===== src/design/framer_mode_pkg.sv =====
// constants, types and register map of the framer mode-control slice
package framer_mode_pkg;

    // ==========================================================
    // timing
    localparam int unsigned CLK_PERIOD_NS = 10;
    localparam int unsigned SETTLE_TIME_US = 20;
    // longest settle time, rounded down to whole cycles
    localparam int unsigned SETTLE_CYCLES = (SETTLE_TIME_US * 1000) / CLK_PERIOD_NS;
    localparam int unsigned SETTLE_CNT_W = 12;

    // ==========================================================
    // register offsets (byte addresses on the bus)
    localparam logic [7:0] MODE_CTRL_OFS = 8'h00;
    localparam logic [7:0] AUX_CTRL_OFS = 8'h04;
    localparam logic [7:0] TX_DL1_OFS = 8'h08;
    localparam logic [7:0] TX_DL2_OFS = 8'h0C;
    localparam logic [7:0] TX_DL3_OFS = 8'h10;
    localparam logic [7:0] STATUS_OFS = 8'h14;
    localparam logic [7:0] FIFO_DATA_OFS = 8'h18;
    localparam logic [7:0] CRC_ERR_OFS = 8'h1C;

    // ==========================================================
    // framer_mode_control_one fields
    localparam int unsigned CHAN_TRANS_BIT = 7;
    localparam int unsigned DL_INSERT_BIT = 6;
    localparam int unsigned LINE_STD_BIT = 5;
    localparam int unsigned CRC_BIT = 4;
    localparam int unsigned ERR_LATCH_BIT = 3;
    localparam int unsigned SYS_RATE_LOW_BIT = 2;
    localparam int unsigned TX_ALARM_BIT = 1;
    localparam logic [7:0] MODE_CTRL_RST = 8'h00;
    localparam logic [7:0] MODE_CTRL_MASK = 8'hFE;

    // auxiliary control fields
    localparam int unsigned DL_FIFO_EN_BIT = 0;
    localparam int unsigned TRANSPARENT_BIT = 1;
    localparam int unsigned FMT_LSB = 2;
    localparam int unsigned JAPAN_BIT = 4;
    localparam logic [7:0] AUX_CTRL_RST = 8'h00;
    localparam logic [7:0] AUX_CTRL_MASK = 8'h1F;

    // status fields
    localparam int unsigned ST_SETTLING_BIT = 0;
    localparam int unsigned ST_LINE_STD_BIT = 1;
    localparam int unsigned ST_FIFO_EMPTY_BIT = 2;
    localparam int unsigned ST_FIFO_FULL_BIT = 3;

    localparam logic [7:0] TX_DL_RST = 8'h00;
    localparam logic [3:0] DL_BITS_PER_REG = 4'h8;
    localparam logic [1:0] DL_LAST_REG = 2'h2;

    // ==========================================================
    // frame formats
    typedef enum logic [1:0] {
        FMT_F12 = 2'b00,
        FMT_F4 = 2'b01,
        FMT_ESF = 2'b10,
        FMT_F72 = 2'b11
    } frame_format_t;

    // link-side pins, sampled as one group
    typedef struct packed {
        logic clk;
        logic data;
        logic dl_slot;
        logic crc_slot;
        logic crc_bit;
        logic crc_err;
    } link_in_t;

    localparam link_in_t LINK_IN_RST = '0;

endpackage


===== src/design/framer_mode_control.sv =====
// framer mode-control slice: register file, data-link source select, crc6 control
// ==========================================================
`timescale 1ns/1ps

// ==========================================================
// signaling fifo
module sig_fifo #(
    parameter int unsigned WIDTH = 8,
    parameter int unsigned DEPTH = 16
) (
    input wire logic clk_in,
    input wire logic reset_n_in,
    input wire logic in_valid_in,
    output logic in_ready_out,
    input wire logic [WIDTH-1:0] in_data_in,
    output logic out_valid_out,
    input wire logic out_ready_in,
    output logic [WIDTH-1:0] out_data_out
);
    localparam int unsigned AW = $clog2(DEPTH);

    logic [WIDTH-1:0] mem_r [DEPTH];
    logic [AW-1:0] wr_ptr_r;
    logic [AW-1:0] rd_ptr_r;
    logic [AW:0] count_r;
    logic push;
    logic pop;

    // full and empty from the true occupancy count
    assign in_ready_out = (count_r != (AW+1)'(DEPTH));
    assign out_valid_out = (count_r != '0);
    assign out_data_out = mem_r[rd_ptr_r];
    assign push = in_valid_in && in_ready_out;
    assign pop = out_valid_out && out_ready_in;

    // storage has no reset; only pointers and the occupancy count need a defined value
    always_ff @(posedge clk_in) begin
        if (push) begin
            mem_r[wr_ptr_r] <= in_data_in;
        end
    end

    // pointers wrap at depth, which need not be a power of two
    always_ff @(posedge clk_in) begin
        if (!reset_n_in) begin
            wr_ptr_r <= '0;
            rd_ptr_r <= '0;
        end else begin
            if (push) begin
                wr_ptr_r <= (wr_ptr_r == AW'(DEPTH - 1)) ? '0 : wr_ptr_r + 1'b1;
            end
            if (pop) begin
                rd_ptr_r <= (rd_ptr_r == AW'(DEPTH - 1)) ? '0 : rd_ptr_r + 1'b1;
            end
        end
    end

    // occupancy
    always_ff @(posedge clk_in) begin
        if (!reset_n_in) begin
            count_r <= '0;
        end else if (push && !pop) begin
            count_r <= count_r + 1'b1;
        end else if (pop && !push) begin
            count_r <= count_r - 1'b1;
        end
    end
endmodule

// ==========================================================
// top: wishbone slave plus transmit bit selection
module framer_mode_control #(
    parameter int unsigned FIFO_DEPTH = 16
) (
    input wire logic ref_clk_in,
    input wire logic reset_n_in,
    input wire logic wb_cyc_in,
    input wire logic wb_stb_in,
    input wire logic wb_we_in,
    input wire logic [7:0] wb_adr_in,
    input wire logic [3:0] wb_sel_in,
    input wire logic [31:0] wb_dat_in,
    output logic [31:0] wb_dat_out,
    output logic wb_ack_out,
    output logic wb_err_out,
    input wire framer_mode_pkg::link_in_t link_pins_in,
    output logic tx_line_data_out,
    output logic channel_translation_out,
    output logic line_standard_out,
    output logic japan_t1_out,
    output logic clock_settling_out
);
    import framer_mode_pkg::*;

    // ==========================================================
    // declarations
    logic [7:0] mode_ctrl_r;
    logic [7:0] aux_ctrl_r;
    logic [7:0] tx_dl_r [3];
    logic [7:0] crc_err_cnt_r;
    logic [SETTLE_CNT_W-1:0] settle_cnt_r;
    link_in_t link_meta_r;
    link_in_t link_sync_r;
    logic link_clk_prev_r;
    logic [1:0] dl_reg_idx_r;
    logic [2:0] dl_bit_idx_r;
    logic [7:0] dl_shift_r;
    logic [3:0] dl_bits_left_r;
    logic req;
    logic mapped;
    logic fifo_wr;
    logic take;
    logic link_edge;
    logic fmt_dl_capable;
    logic reg_insert;
    logic esf_mode;
    logic crc_enable;
    logic dl_consume_fifo;
    logic dl_consume_regs;
    logic tx_bit_nxt;
    logic dl_bit;
    logic fifo_in_ready;
    logic fifo_out_valid;
    logic fifo_out_ready;
    logic [7:0] fifo_out_data;
    logic [7:0] rd_data;
    frame_format_t frame_format;

    // ==========================================================
    // bus decode; a fifo write with the fifo full is held until room appears
    assign req = wb_cyc_in && wb_stb_in && !wb_ack_out && !wb_err_out;
    assign fifo_wr = req && wb_we_in && (wb_adr_in == FIFO_DATA_OFS);
    assign take = req && (!fifo_wr || fifo_in_ready);
    always_comb begin
        case (wb_adr_in)
            MODE_CTRL_OFS, AUX_CTRL_OFS, TX_DL1_OFS, TX_DL2_OFS, TX_DL3_OFS,
            STATUS_OFS, FIFO_DATA_OFS, CRC_ERR_OFS: mapped = 1'b1;
            default: mapped = 1'b0;
        endcase
    end

    // read mux; fifo data port reads as zero
    always_comb begin
        case (wb_adr_in)
            MODE_CTRL_OFS: rd_data = mode_ctrl_r;
            AUX_CTRL_OFS: rd_data = aux_ctrl_r;
            TX_DL1_OFS: rd_data = tx_dl_r[0];
            TX_DL2_OFS: rd_data = tx_dl_r[1];
            TX_DL3_OFS: rd_data = tx_dl_r[2];
            STATUS_OFS: begin
                rd_data = 8'h00;
                rd_data[ST_SETTLING_BIT] = clock_settling_out;
                rd_data[ST_LINE_STD_BIT] = mode_ctrl_r[LINE_STD_BIT];
                rd_data[ST_FIFO_EMPTY_BIT] = !fifo_out_valid;
                rd_data[ST_FIFO_FULL_BIT] = !fifo_in_ready;
            end
            CRC_ERR_OFS: rd_data = crc_err_cnt_r;
            default: rd_data = 8'h00;
        endcase
    end

    // answer one cycle after the request is taken; ack or err drops next cycle
    always_ff @(posedge ref_clk_in) begin
        if (!reset_n_in) begin
            wb_ack_out <= 1'b0;
            wb_err_out <= 1'b0;
            wb_dat_out <= 32'h0000_0000;
        end else begin
            wb_ack_out <= take && mapped;
            wb_err_out <= take && !mapped;
            if (take) begin
                wb_dat_out <= {24'h00_0000, rd_data};
            end
        end
    end

    // ==========================================================
    // control registers; only byte lane 0 carries data
    always_ff @(posedge ref_clk_in) begin
        if (!reset_n_in) begin
            mode_ctrl_r <= MODE_CTRL_RST;
            aux_ctrl_r <= AUX_CTRL_RST;
        end else if (take && wb_we_in && wb_sel_in[0]) begin
            if (wb_adr_in == MODE_CTRL_OFS) begin
                mode_ctrl_r <= wb_dat_in[7:0] & MODE_CTRL_MASK;
            end
            if (wb_adr_in == AUX_CTRL_OFS) begin
                aux_ctrl_r <= wb_dat_in[7:0] & AUX_CTRL_MASK;
            end
        end
    end

    // transmit data-link registers
    generate
        for (genvar i = 0; i < 3; i++) begin : g_dl
            always_ff @(posedge ref_clk_in) begin
                if (!reset_n_in) begin
                    tx_dl_r[i] <= TX_DL_RST;
                end else if (take && wb_we_in && wb_sel_in[0] && (wb_adr_in == TX_DL1_OFS + 8'(4 * i))) begin
                    tx_dl_r[i] <= wb_dat_in[7:0];
                end
            end
        end
    endgenerate

    // settle timer restarts on every change of line standard
    always_ff @(posedge ref_clk_in) begin
        if (!reset_n_in) begin
            settle_cnt_r <= '0;
            clock_settling_out <= 1'b0;
        end else begin
            if (take && wb_we_in && wb_sel_in[0] && (wb_adr_in == MODE_CTRL_OFS)
                && (wb_dat_in[LINE_STD_BIT] != mode_ctrl_r[LINE_STD_BIT])) begin
                settle_cnt_r <= SETTLE_CNT_W'(SETTLE_CYCLES);
                clock_settling_out <= 1'b1;
            end else if (settle_cnt_r != '0) begin
                settle_cnt_r <= settle_cnt_r - 1'b1;
                clock_settling_out <= (settle_cnt_r != SETTLE_CNT_W'(1));
            end else begin
                clock_settling_out <= 1'b0;
            end
        end
    end

    // mode outputs registered so they change one cycle after the register, two cycles after the write is taken
    always_ff @(posedge ref_clk_in) begin
        if (!reset_n_in) begin
            channel_translation_out <= 1'b0;
            line_standard_out <= 1'b0;
            japan_t1_out <= 1'b0;
        end else begin
            channel_translation_out <= mode_ctrl_r[CHAN_TRANS_BIT];
            line_standard_out <= mode_ctrl_r[LINE_STD_BIT];
            japan_t1_out <= aux_ctrl_r[JAPAN_BIT] && mode_ctrl_r[LINE_STD_BIT];
        end
    end

    // ==========================================================
    // link pins: two flip-flops, then edge detect on the synced clock only
    always_ff @(posedge ref_clk_in) begin
        if (!reset_n_in) begin
            link_meta_r <= LINK_IN_RST;
            link_sync_r <= LINK_IN_RST;
            link_clk_prev_r <= 1'b0;
        end else begin
            link_meta_r <= link_pins_in;
            link_sync_r <= link_meta_r;
            link_clk_prev_r <= link_sync_r.clk;
        end
    end
    assign link_edge = link_sync_r.clk && !link_clk_prev_r;

    // ==========================================================
    // mode decode
    assign frame_format = frame_format_t'(aux_ctrl_r[FMT_LSB +: 2]);
    assign fmt_dl_capable = (frame_format == FMT_F4) || (frame_format == FMT_ESF)
                            || (frame_format == FMT_F72);
    // transparent mode wins over register insertion
    assign reg_insert = mode_ctrl_r[DL_INSERT_BIT] && fmt_dl_capable && !aux_ctrl_r[TRANSPARENT_BIT];
    assign esf_mode = (frame_format == FMT_ESF);
    assign crc_enable = esf_mode && mode_ctrl_r[CRC_BIT];
    assign dl_consume_regs = link_edge && link_sync_r.dl_slot && reg_insert;
    assign dl_consume_fifo = link_edge && link_sync_r.dl_slot && !reg_insert
                             && aux_ctrl_r[DL_FIFO_EN_BIT] && (dl_bits_left_r != 4'h0);
    // an empty shifter pulls the next byte from the fifo
    assign fifo_out_ready = (dl_bits_left_r == 4'h0);

    // data-link bit source
    always_comb begin
        if (reg_insert) begin
            dl_bit = tx_dl_r[dl_reg_idx_r][dl_bit_idx_r];
        end else if (aux_ctrl_r[DL_FIFO_EN_BIT]) begin
            // underrun sends idle ones rather than stale data
            dl_bit = (dl_bits_left_r != 4'h0) ? dl_shift_r[0] : 1'b1;
        end else begin
            dl_bit = link_sync_r.data;
        end
    end

    // final transmit bit per slot type
    always_comb begin
        if (link_sync_r.dl_slot) begin
            tx_bit_nxt = dl_bit;
        end else if (link_sync_r.crc_slot && esf_mode) begin
            tx_bit_nxt = crc_enable ? link_sync_r.crc_bit : 1'b1;
        end else begin
            tx_bit_nxt = link_sync_r.data;
        end
    end

    // line output updates once per link clock edge
    always_ff @(posedge ref_clk_in) begin
        if (!reset_n_in) begin
            tx_line_data_out <= 1'b1;
        end else if (link_edge) begin
            tx_line_data_out <= tx_bit_nxt;
        end
    end

    // walk through the three registers, lsb first
    always_ff @(posedge ref_clk_in) begin
        if (!reset_n_in) begin
            dl_reg_idx_r <= 2'h0;
            dl_bit_idx_r <= 3'h0;
        end else if (dl_consume_regs) begin
            dl_bit_idx_r <= dl_bit_idx_r + 1'b1;
            if (dl_bit_idx_r == 3'h7) begin
                dl_reg_idx_r <= (dl_reg_idx_r == DL_LAST_REG) ? 2'h0 : dl_reg_idx_r + 1'b1;
            end
        end
    end

    // fifo byte shifter
    always_ff @(posedge ref_clk_in) begin
        if (!reset_n_in) begin
            dl_shift_r <= 8'h00;
            dl_bits_left_r <= 4'h0;
        end else if (fifo_out_ready && fifo_out_valid) begin
            dl_shift_r <= fifo_out_data;
            dl_bits_left_r <= DL_BITS_PER_REG;
        end else if (dl_consume_fifo) begin
            dl_shift_r <= {1'b0, dl_shift_r[7:1]};
            dl_bits_left_r <= dl_bits_left_r - 1'b1;
        end
    end

    // crc6 error count: counted only while checking is on; event beats clear
    always_ff @(posedge ref_clk_in) begin
        if (!reset_n_in) begin
            crc_err_cnt_r <= 8'h00;
        end else begin
            if (link_edge && link_sync_r.crc_err && crc_enable) begin
                if (take && !wb_we_in && (wb_adr_in == CRC_ERR_OFS)) begin
                    crc_err_cnt_r <= 8'h01;
                end else if (crc_err_cnt_r != 8'hFF) begin
                    crc_err_cnt_r <= crc_err_cnt_r + 1'b1;
                end
            end else if (take && !wb_we_in && (wb_adr_in == CRC_ERR_OFS)) begin
                crc_err_cnt_r <= 8'h00;
            end
        end
    end

    // ==========================================================
    // signaling fifo in the data-link path
    sig_fifo #(
        .WIDTH(8),
        .DEPTH(FIFO_DEPTH)
    ) u_fifo (
        .clk_in(ref_clk_in),
        .reset_n_in(reset_n_in),
        .in_valid_in(fifo_wr),
        .in_ready_out(fifo_in_ready),
        .in_data_in(wb_dat_in[7:0]),
        .out_valid_out(fifo_out_valid),
        .out_ready_in(fifo_out_ready),
        .out_data_out(fifo_out_data)
    );
endmodule


===== config.mk =====
export PLATFORM = sky130hd
export DESIGN_NAME = framer_mode_control
export DESIGN_NICKNAME = d
export VERILOG_FILES = /design/src/design/framer_mode_pkg.sv /design/src/design/framer_mode_control.sv
export SDC_FILE = /design/constraint.sdc
export NUM_CORES = 1
export LEC_CHECK = 0
export BUFFER_PORTS_ARGS = -buffer_cell sky130_fd_sc_hd__buf_2
export CELL_PAD_IN_SITES_DETAIL_PLACEMENT = 0
export CELL_PAD_IN_SITES_GLOBAL_PLACEMENT = 1
export CORE_MARGIN = 1.5
export CORE_UTILIZATION = 35
export DETAILED_ROUTE_END_ITERATION = 7
export PLACE_DENSITY = 0.62
export SLEW_MARGIN = 20
export SYNTH_ARGS = -nofsm -noshare
export SYNTH_HDL_FRONTEND = slang
export SYNTH_HIERARCHICAL = 1
export SYNTH_SLANG_ARGS = --single-unit

===== constraint.sdc =====
create_clock -name ref_clk_in -period 4.1 [get_ports ref_clk_in]
set_clock_uncertainty 0.1 [all_clocks]
set_input_delay 0.82 -clock ref_clk_in [delete_from_list [all_inputs] [get_ports ref_clk_in]]
set_output_delay 0.82 -clock ref_clk_in [all_outputs]
set_load 0.005 [all_outputs]

==> flow_metrics.env, run 1 <==
export IMPL_reg2reg_from="u_fifo/count_r[0]"
export IMPL_cp_max_fo=8
export IMPL_ys_warnings_count=6
export IMPL_dr_pass1_iters=7
export IMPL_wl_per_cell_um=19.5
export IMPL_drt_iter0_markers=426
export IMPL_ys_seq_area_frac=0.591
export IMPL_via_count=6905
export IMPL_cts_setup_buffers=0
export IMPL_power_mw=6.69
export IMPL_hold_violations=0
export IMPL_area_delta_synth_final_pct=14.5
export IMPL_final_cells=1321
export IMPL_grt_max_degree=50
export IMPL_antenna_found_initial=0
export IMPL_maxCapViolations=0
export IMPL_routabilityCongestion=0.801
export IMPL_worst_pin_slew_ns=1.00
export IMPL_drc=0
export IMPL_ctsResizeCount=0
export IMPL_synth_edff_count=152
export IMPL_setup_violations=0
export IMPL_synth_top_area_cell="edfxtp_1"
export IMPL_avgViaCountPerCell=5.23
export IMPL_min_from="link_meta_r[0]"
export IMPL_p_switching_mw=1.87
export IMPL_yosysMostFrequentCell="edfxtp_1"
export IMPL_cts_buffers=28
export IMPL_grt_usage=0.159
export IMPL_power_density_mw_per_mm2=532
export IMPL_wl_mm=25.7
export IMPL_clk_path_buf_depth=3
export IMPL_final_setup_tns_ns=0
export IMPL_root_buffer="clkbuf_16"
export IMPL_synth_area_mm2=0.0110
export IMPL_period_share=0.779
export IMPL_die_h_um=180
export IMPL_synth_cell_types=75
export IMPL_clockPowerShare=0.351
export IMPL_placedCellCount=1269
export IMPL_synthTopCellsByArea="edfxtp_1 (42%), dfxtp_1 (18%), mux4_2 (7.8%)"
export IMPL_async_flop_share=0
export IMPL_io_pins=94
export IMPL_swShare=0.279
export IMPL_grt_ovfl_total=0
export IMPL_rows=64
export IMPL_pwr_share_seq=0.451
export IMPL_final_area_mm2=0.0126
export IMPL_final_max_slew_viol_count=0
export IMPL_status="complete, no violations"
export IMPL_core_mm2=0.0307
export IMPL_power_frac_comb=0.198
export IMPL_worst_slew_margin_rel=0.322
export IMPL_p_leak_nw=4.39
export IMPL_fin_nets=974
export IMPL_hp_class="reg -> reg"
export IMPL_p_int_mw=4.82
export IMPL_ys_flop_type="edfxtp_1"
export IMPL_yosysTopAreaCellShare=0.416
export IMPL_cts_reportedPaths_clkPinSlew_ns=0.05
export IMPL_clock_sinks=248
export IMPL_cts_tree="built"
export IMPL_worstSetupPathType="in -> reg"
export IMPL_period_minus_slack_ns=3.20
export IMPL_start_util=0.357
export IMPL_io_buffers=42
export IMPL_post_dp_hpwl_mm=17.1
export IMPL_startpoint="wb_adr_in[1]"
export IMPL_synth_avg_cell_area_um2=13.1
export IMPL_ant_nets=0
export IMPL_htreeDepth=1
export IMPL_hold_buffers=0
export IMPL_grt_pass1_vias=6624
export IMPL_irDropWorstVdd_uv=332
export IMPL_die_w_um=180
export IMPL_synth_seq_cells=248
export IMPL_worstSkewPairLatency_ns=0.54
export IMPL_fmax_ghz=0.313
export IMPL_synth_cells=836
export IMPL_place_area_mm2=0.0117
export IMPL_rsz0062_at_grt="false"
export IMPL_dieArea_mm2=0.0324
export IMPL_endpoint_kind="flop"
export IMPL_worstPathRequired_ns=4.47
export IMPL_grt_pass1_wl_mm=39.6
export IMPL_final_core_util=0.409
export IMPL_synth_common_cells="edfxtp_1 (152), dfxtp_1 (96), and2_1 (47), nor2_1 (45), nand2_1 (42)"
export IMPL_cp_arrival_ns=3.57
export IMPL_drive_gt1_frac=0.199
export IMPL_cp_start_kind="primary input"
export IMPL_antenna_cells=0
## power by group through the flow
stage                     Clock, mW  Sequential, mW  Combinational, mW
final                          2.35            3.01               1.32
after global routing           2.52            3.05               1.48
after CTS                      2.42            3.02               1.34
after detailed placement          0            3.07               1.33
after global placement            0            3.07               1.33
after floorplan                   0            2.93               1.13
## state kept, by name (all words and copies together), names as in the netlist, 7 cells and up, named ones only
register       count
u_fifo/mem_r     128
crc_err_cnt_r      8
dl_shift_r         8
mode_ctrl_r        7
wb_dat_out         8
settle_cnt_r      12
tx_dl_r           24
## metal layers
layer  wire length [um]  vias up  track usage
met1              12300     3446        0.231
met4                374        0       0.0326
met3                994       30       0.0216
met5                  0        -            0
met2              12000      130        0.254
li1                   -     3299            -
## stage by stage
step	setup WS, ns	hold WS (ns)
after CTS	0.904	0.330
after detailed placement	0.349	0.324
after global placement	0.330	0.314
final	0.904	0.329
after floorplan	0.237	0.312
after global routing	0.745	0.362
## final cells by class
cell class	count	area (um2)
Clock buffer	43	787
Clock inverter	9	83.8
Timing Repair Buffer	80	495
Fill cell	2890	18200
Tap cell	396	495
Multi-Input combinational cell	530	4160
Inverter	15	56.3
Sequential cell	248	6490
## cells by family (layout without fill, tap and decap cells)
| group | count (synthesis) | after routing | synth area share |
|---|---|---|---|
| AND/OR/NAND/NOR | 277 | 277 | 0.145 |
| AO/OA/AOI/OAI | 129 | 129 | 0.0870 |
| multiplexers | 74 | 74 | 0.112 |
| buffers and inverters | 81 | 147 | 0.0379 |
| XOR/XNOR | 10 | 10 | 0.00798 |
| adder cells (fa/ha/maj) | 16 | 16 | 0.0189 |
| flip-flops | 248 | 248 | 0.591 |
| other | 1 | 24 | 0.000342 |
## layout by cell type (no fill, tap or decap), drive strengths merged, types with 4 or more instances in the layout
cell type / count
nand4: 7
nand2b: 14
and2: 48
a22oi: 18
a21oi: 19
o21ai: 20
clkinv: 7
nor3b: 4
mux2: 6
nor3: 13
clkbuf: 43
a22o: 5
nor2: 45
o31ai: 10
a31oi: 10
or4: 16
mux4: 38
or3: 7
nor4: 10
and3: 9
conb: 24
or2: 4
nand3: 27
nand3b: 5
inv: 16
o211ai: 7
dfxtp: 96
edfxtp: 152
mux2i: 30
buf: 80
nor2b: 7
or4b: 4
a311oi: 8
nand2: 42
ha: 15
xnor2: 10
## worst paths after layout
check                                         end  slack (ns)  depth (start not counted)
worst max-delay path            u_fifo/count_r[3]        0.90                         12
worst min-delay path               link_sync_r[0]        0.33                          1
worst max register to register  u_fifo/count_r[3]        1.27                          9
worst min register to register     link_sync_r[0]        0.33                          1
## worst max-delay path, stage by stage
cell and delay, ns:
buf_2 0.14, or4b_1 0.64, nor3_1 0.18, buf_4 0.16
a21boi_2 0.18, ha_1 0.18, inv_1 0.11, ha_1 0.29
a21o_2 0.11, a21oi_1 0.06, or4b_2 0.60, nand3_1 0.08
No activity file was read; power rests on OpenSTA's default activity.
==> inputs of run 2 (changes only) <==
PLACE_DENSITY = 0.6   (was 0.62)
clock period = 2.95 ns   (was 4.1 ns; I/O delays follow)
==> run 2 against run 1 <==
Against the previous run: die area unchanged; critical endpoint unchanged; highest routed layer unchanged; critical path depth fell by 3; largest cell class unchanged; count of clock-buffer cells in the layout fell by 8; clock power grew 56%; sequential power grew 35%; cell area increased by 2.7%; register-to-register slack got worse by 1.0 ns; the flow now finishes with violations (design-rule violations).
==> flow_metrics.env, run 2 (same netlist as run 1, synthesis figures left out) <==
export IMPL_fillers=2890
export IMPL_endpoint_kind="flop"
export IMPL_cts_reportedPaths_clkPinSlew_ns=0.06
export IMPL_post_dp_hpwl_mm=17.7
export IMPL_drc=2
export IMPL_antenna_found_initial=0
export IMPL_htreeDepth=1
export IMPL_grt_ovfl_total=0
export IMPL_grt_max_degree=50
export IMPL_avgViaCountPerCell=5.30
export IMPL_io_pins=94
export IMPL_cp_max_fo=6
export IMPL_top_regs="u_fifo/mem_r (128), tx_dl_r (24), settle_cnt_r (12)"
export IMPL_min_from="link_pins_in[5]"
export IMPL_power_mw=9.88
export IMPL_wl_per_cell_um=19.7
export IMPL_rsz0062_at_grt="false"
export IMPL_dieArea_mm2=0.0324
export IMPL_ant_nets=0
export IMPL_fmax_ghz=0.373
export IMPL_setup_violations=0
export IMPL_root_buffer="clkbuf_16"
export IMPL_period_minus_slack_ns=2.68
export IMPL_grt_usage=0.164
export IMPL_period_share=0.909
export IMPL_routabilityCongestion=0.776
export IMPL_status="complete, but fails checks"
export IMPL_hp_class="in -> reg"
export IMPL_final_max_slew_viol_count=0
export IMPL_path_cells="or4_4, o21ai_4, ha_2, inv_4, ha_4, a21o_2, a21oi_1, or4b_4, nand3_1"
export IMPL_dr_pass1_iters=8
export IMPL_start_util=0.357
export IMPL_cts_tree="built"
export IMPL_r2r_cells=9
export IMPL_wl_mm=26.4
export IMPL_clk_path_buf_depth=3
export IMPL_slowest_delay_ns=0.61
export IMPL_fin_nets=992
export IMPL_antenna_cells=0
export IMPL_cts_setup_buffers=0
export IMPL_violations="design-rule violations"
export IMPL_cp_arrival_ns=3.07
export IMPL_reg2reg_from="u_fifo/count_r[0]"
export IMPL_min_to="link_meta_r[5]"
export IMPL_worstSkewPairLatency_ns=0.55
export IMPL_reg2reg_slack_ns=0.27
export IMPL_power_density_mw_per_mm2=766
export IMPL_io_buffers=42
export IMPL_cp_slowest_cell="or4_4"
export IMPL_irDropWorstVdd_uv=425
export IMPL_final_area_mm2=0.0129
export IMPL_hold_buffers=0
export IMPL_cp_start_kind="flop"
export IMPL_die_h_um=180
export IMPL_reg2reg_to="u_fifo/count_r[3]"
export IMPL_area_delta_synth_final_pct=17.6
export IMPL_worst_pin_slew_ns=0.711
export IMPL_worst_slew_margin_rel=0.525
export IMPL_place_area_mm2=0.0119
export IMPL_mostFrequentLayoutCells="edfxtp_1 (152), dfxtp_1 (95), buf_4 (55)"
export IMPL_rows=64
export IMPL_worstPathRequired_ns=3.33
export IMPL_core_mm2=0.0307
export IMPL_worstSetupPathType="reg -> reg"
export IMPL_drt_iter0_markers=514
export IMPL_top_register="u_fifo/mem_r"
export IMPL_min_path_cells=2
export IMPL_grt_pass1_vias=6968
export IMPL_ctsResizeCount=0
export IMPL_whs_ns=0.156
export IMPL_largest_reg_flops=128
export IMPL_maxCapViolations=0
export IMPL_via_count=7086
export IMPL_clock_sinks=248
export IMPL_grt_pass1_wl_mm=41.5
export IMPL_cts_buffers=28
export IMPL_die_w_um=180
export IMPL_final_common_cell="edfxtp_1"
export IMPL_hold_violations=0
export IMPL_drive_gt1_frac=0.231
export IMPL_p_leak_nw=4.58
run 2: final cells by class:
type                    count  area (um2)  share of cell area
clock buffers              35         790              0.0612
well taps                 396         495              0.0384
flip-flops and latches    248        6490               0.503
multi-input cells         530        4230               0.328
repair buffers             98         643              0.0499
clock inverters            16         193              0.0149
inverters                  15        58.8             0.00456
run 2: report_power, final:
part           internal, mW  switching (mW)
Clock                  2.24            1.41
Sequential             3.88           0.180
Combinational          1.00            1.16
run 2: worst max path at each step:
stage / start / end / slack [ns] / cells past startpoint
after floorplan: wb_adr_in[3] / u_fifo/count_r[3] / -0.20 / 11
after global placement: wb_adr_in[1] / u_fifo/count_r[3] / -0.22 / 11
final: u_fifo/count_r[0] / u_fifo/count_r[3] / 0.27 / 9
after CTS: u_fifo/count_r[0] / u_fifo/count_r[3] / 0.25 / 9
after detailed placement: wb_adr_in[1] / u_fifo/count_r[3] / -0.23 / 11
after global routing: u_fifo/count_r[0] / u_fifo/count_r[4] / 0.06 / 9
run 2: critical path: cells and delay by family (launching register included):
kind	cells	cell delay, ns
and+or+nand+nor	3	1.17
adders and majority gates	2	0.51
AOI/OAI and AO/OA	3	0.42
buffers and inverters	1	0.06
DFF	1	0.37
run 2: through the flow:
stage / setup TNS [ns] / worst slack (ns) / instances / utilization
6_report: 0 / 0.269 / 1338 / 0.420
5_1_grt: 0 / 0.0585 / 1338 / 0.420
4_1_cts: 0 / 0.246 / 1338 / 0.420
3_5_place_dp: -0.589 / -0.231 / 1287 / 0.388
3_3_place_gp: -0.561 / -0.217 / 1287 / 0.388
2_1_floorplan: -0.367 / -0.198 / 859 / -
run 2: routing by layer:
| layer | track usage | vias up | share of wire |
|---|---|---|---|
| met5 | 0 | - | 0 |
| met4 | 0.0461 | 0 | 0.020 |
| met3 | 0.0249 | 38 | 0.054 |
| met2 | 0.247 | 171 | 0.44 |
| met1 | 0.244 | 3533 | 0.48 |
| li1 | - | 3344 | - |
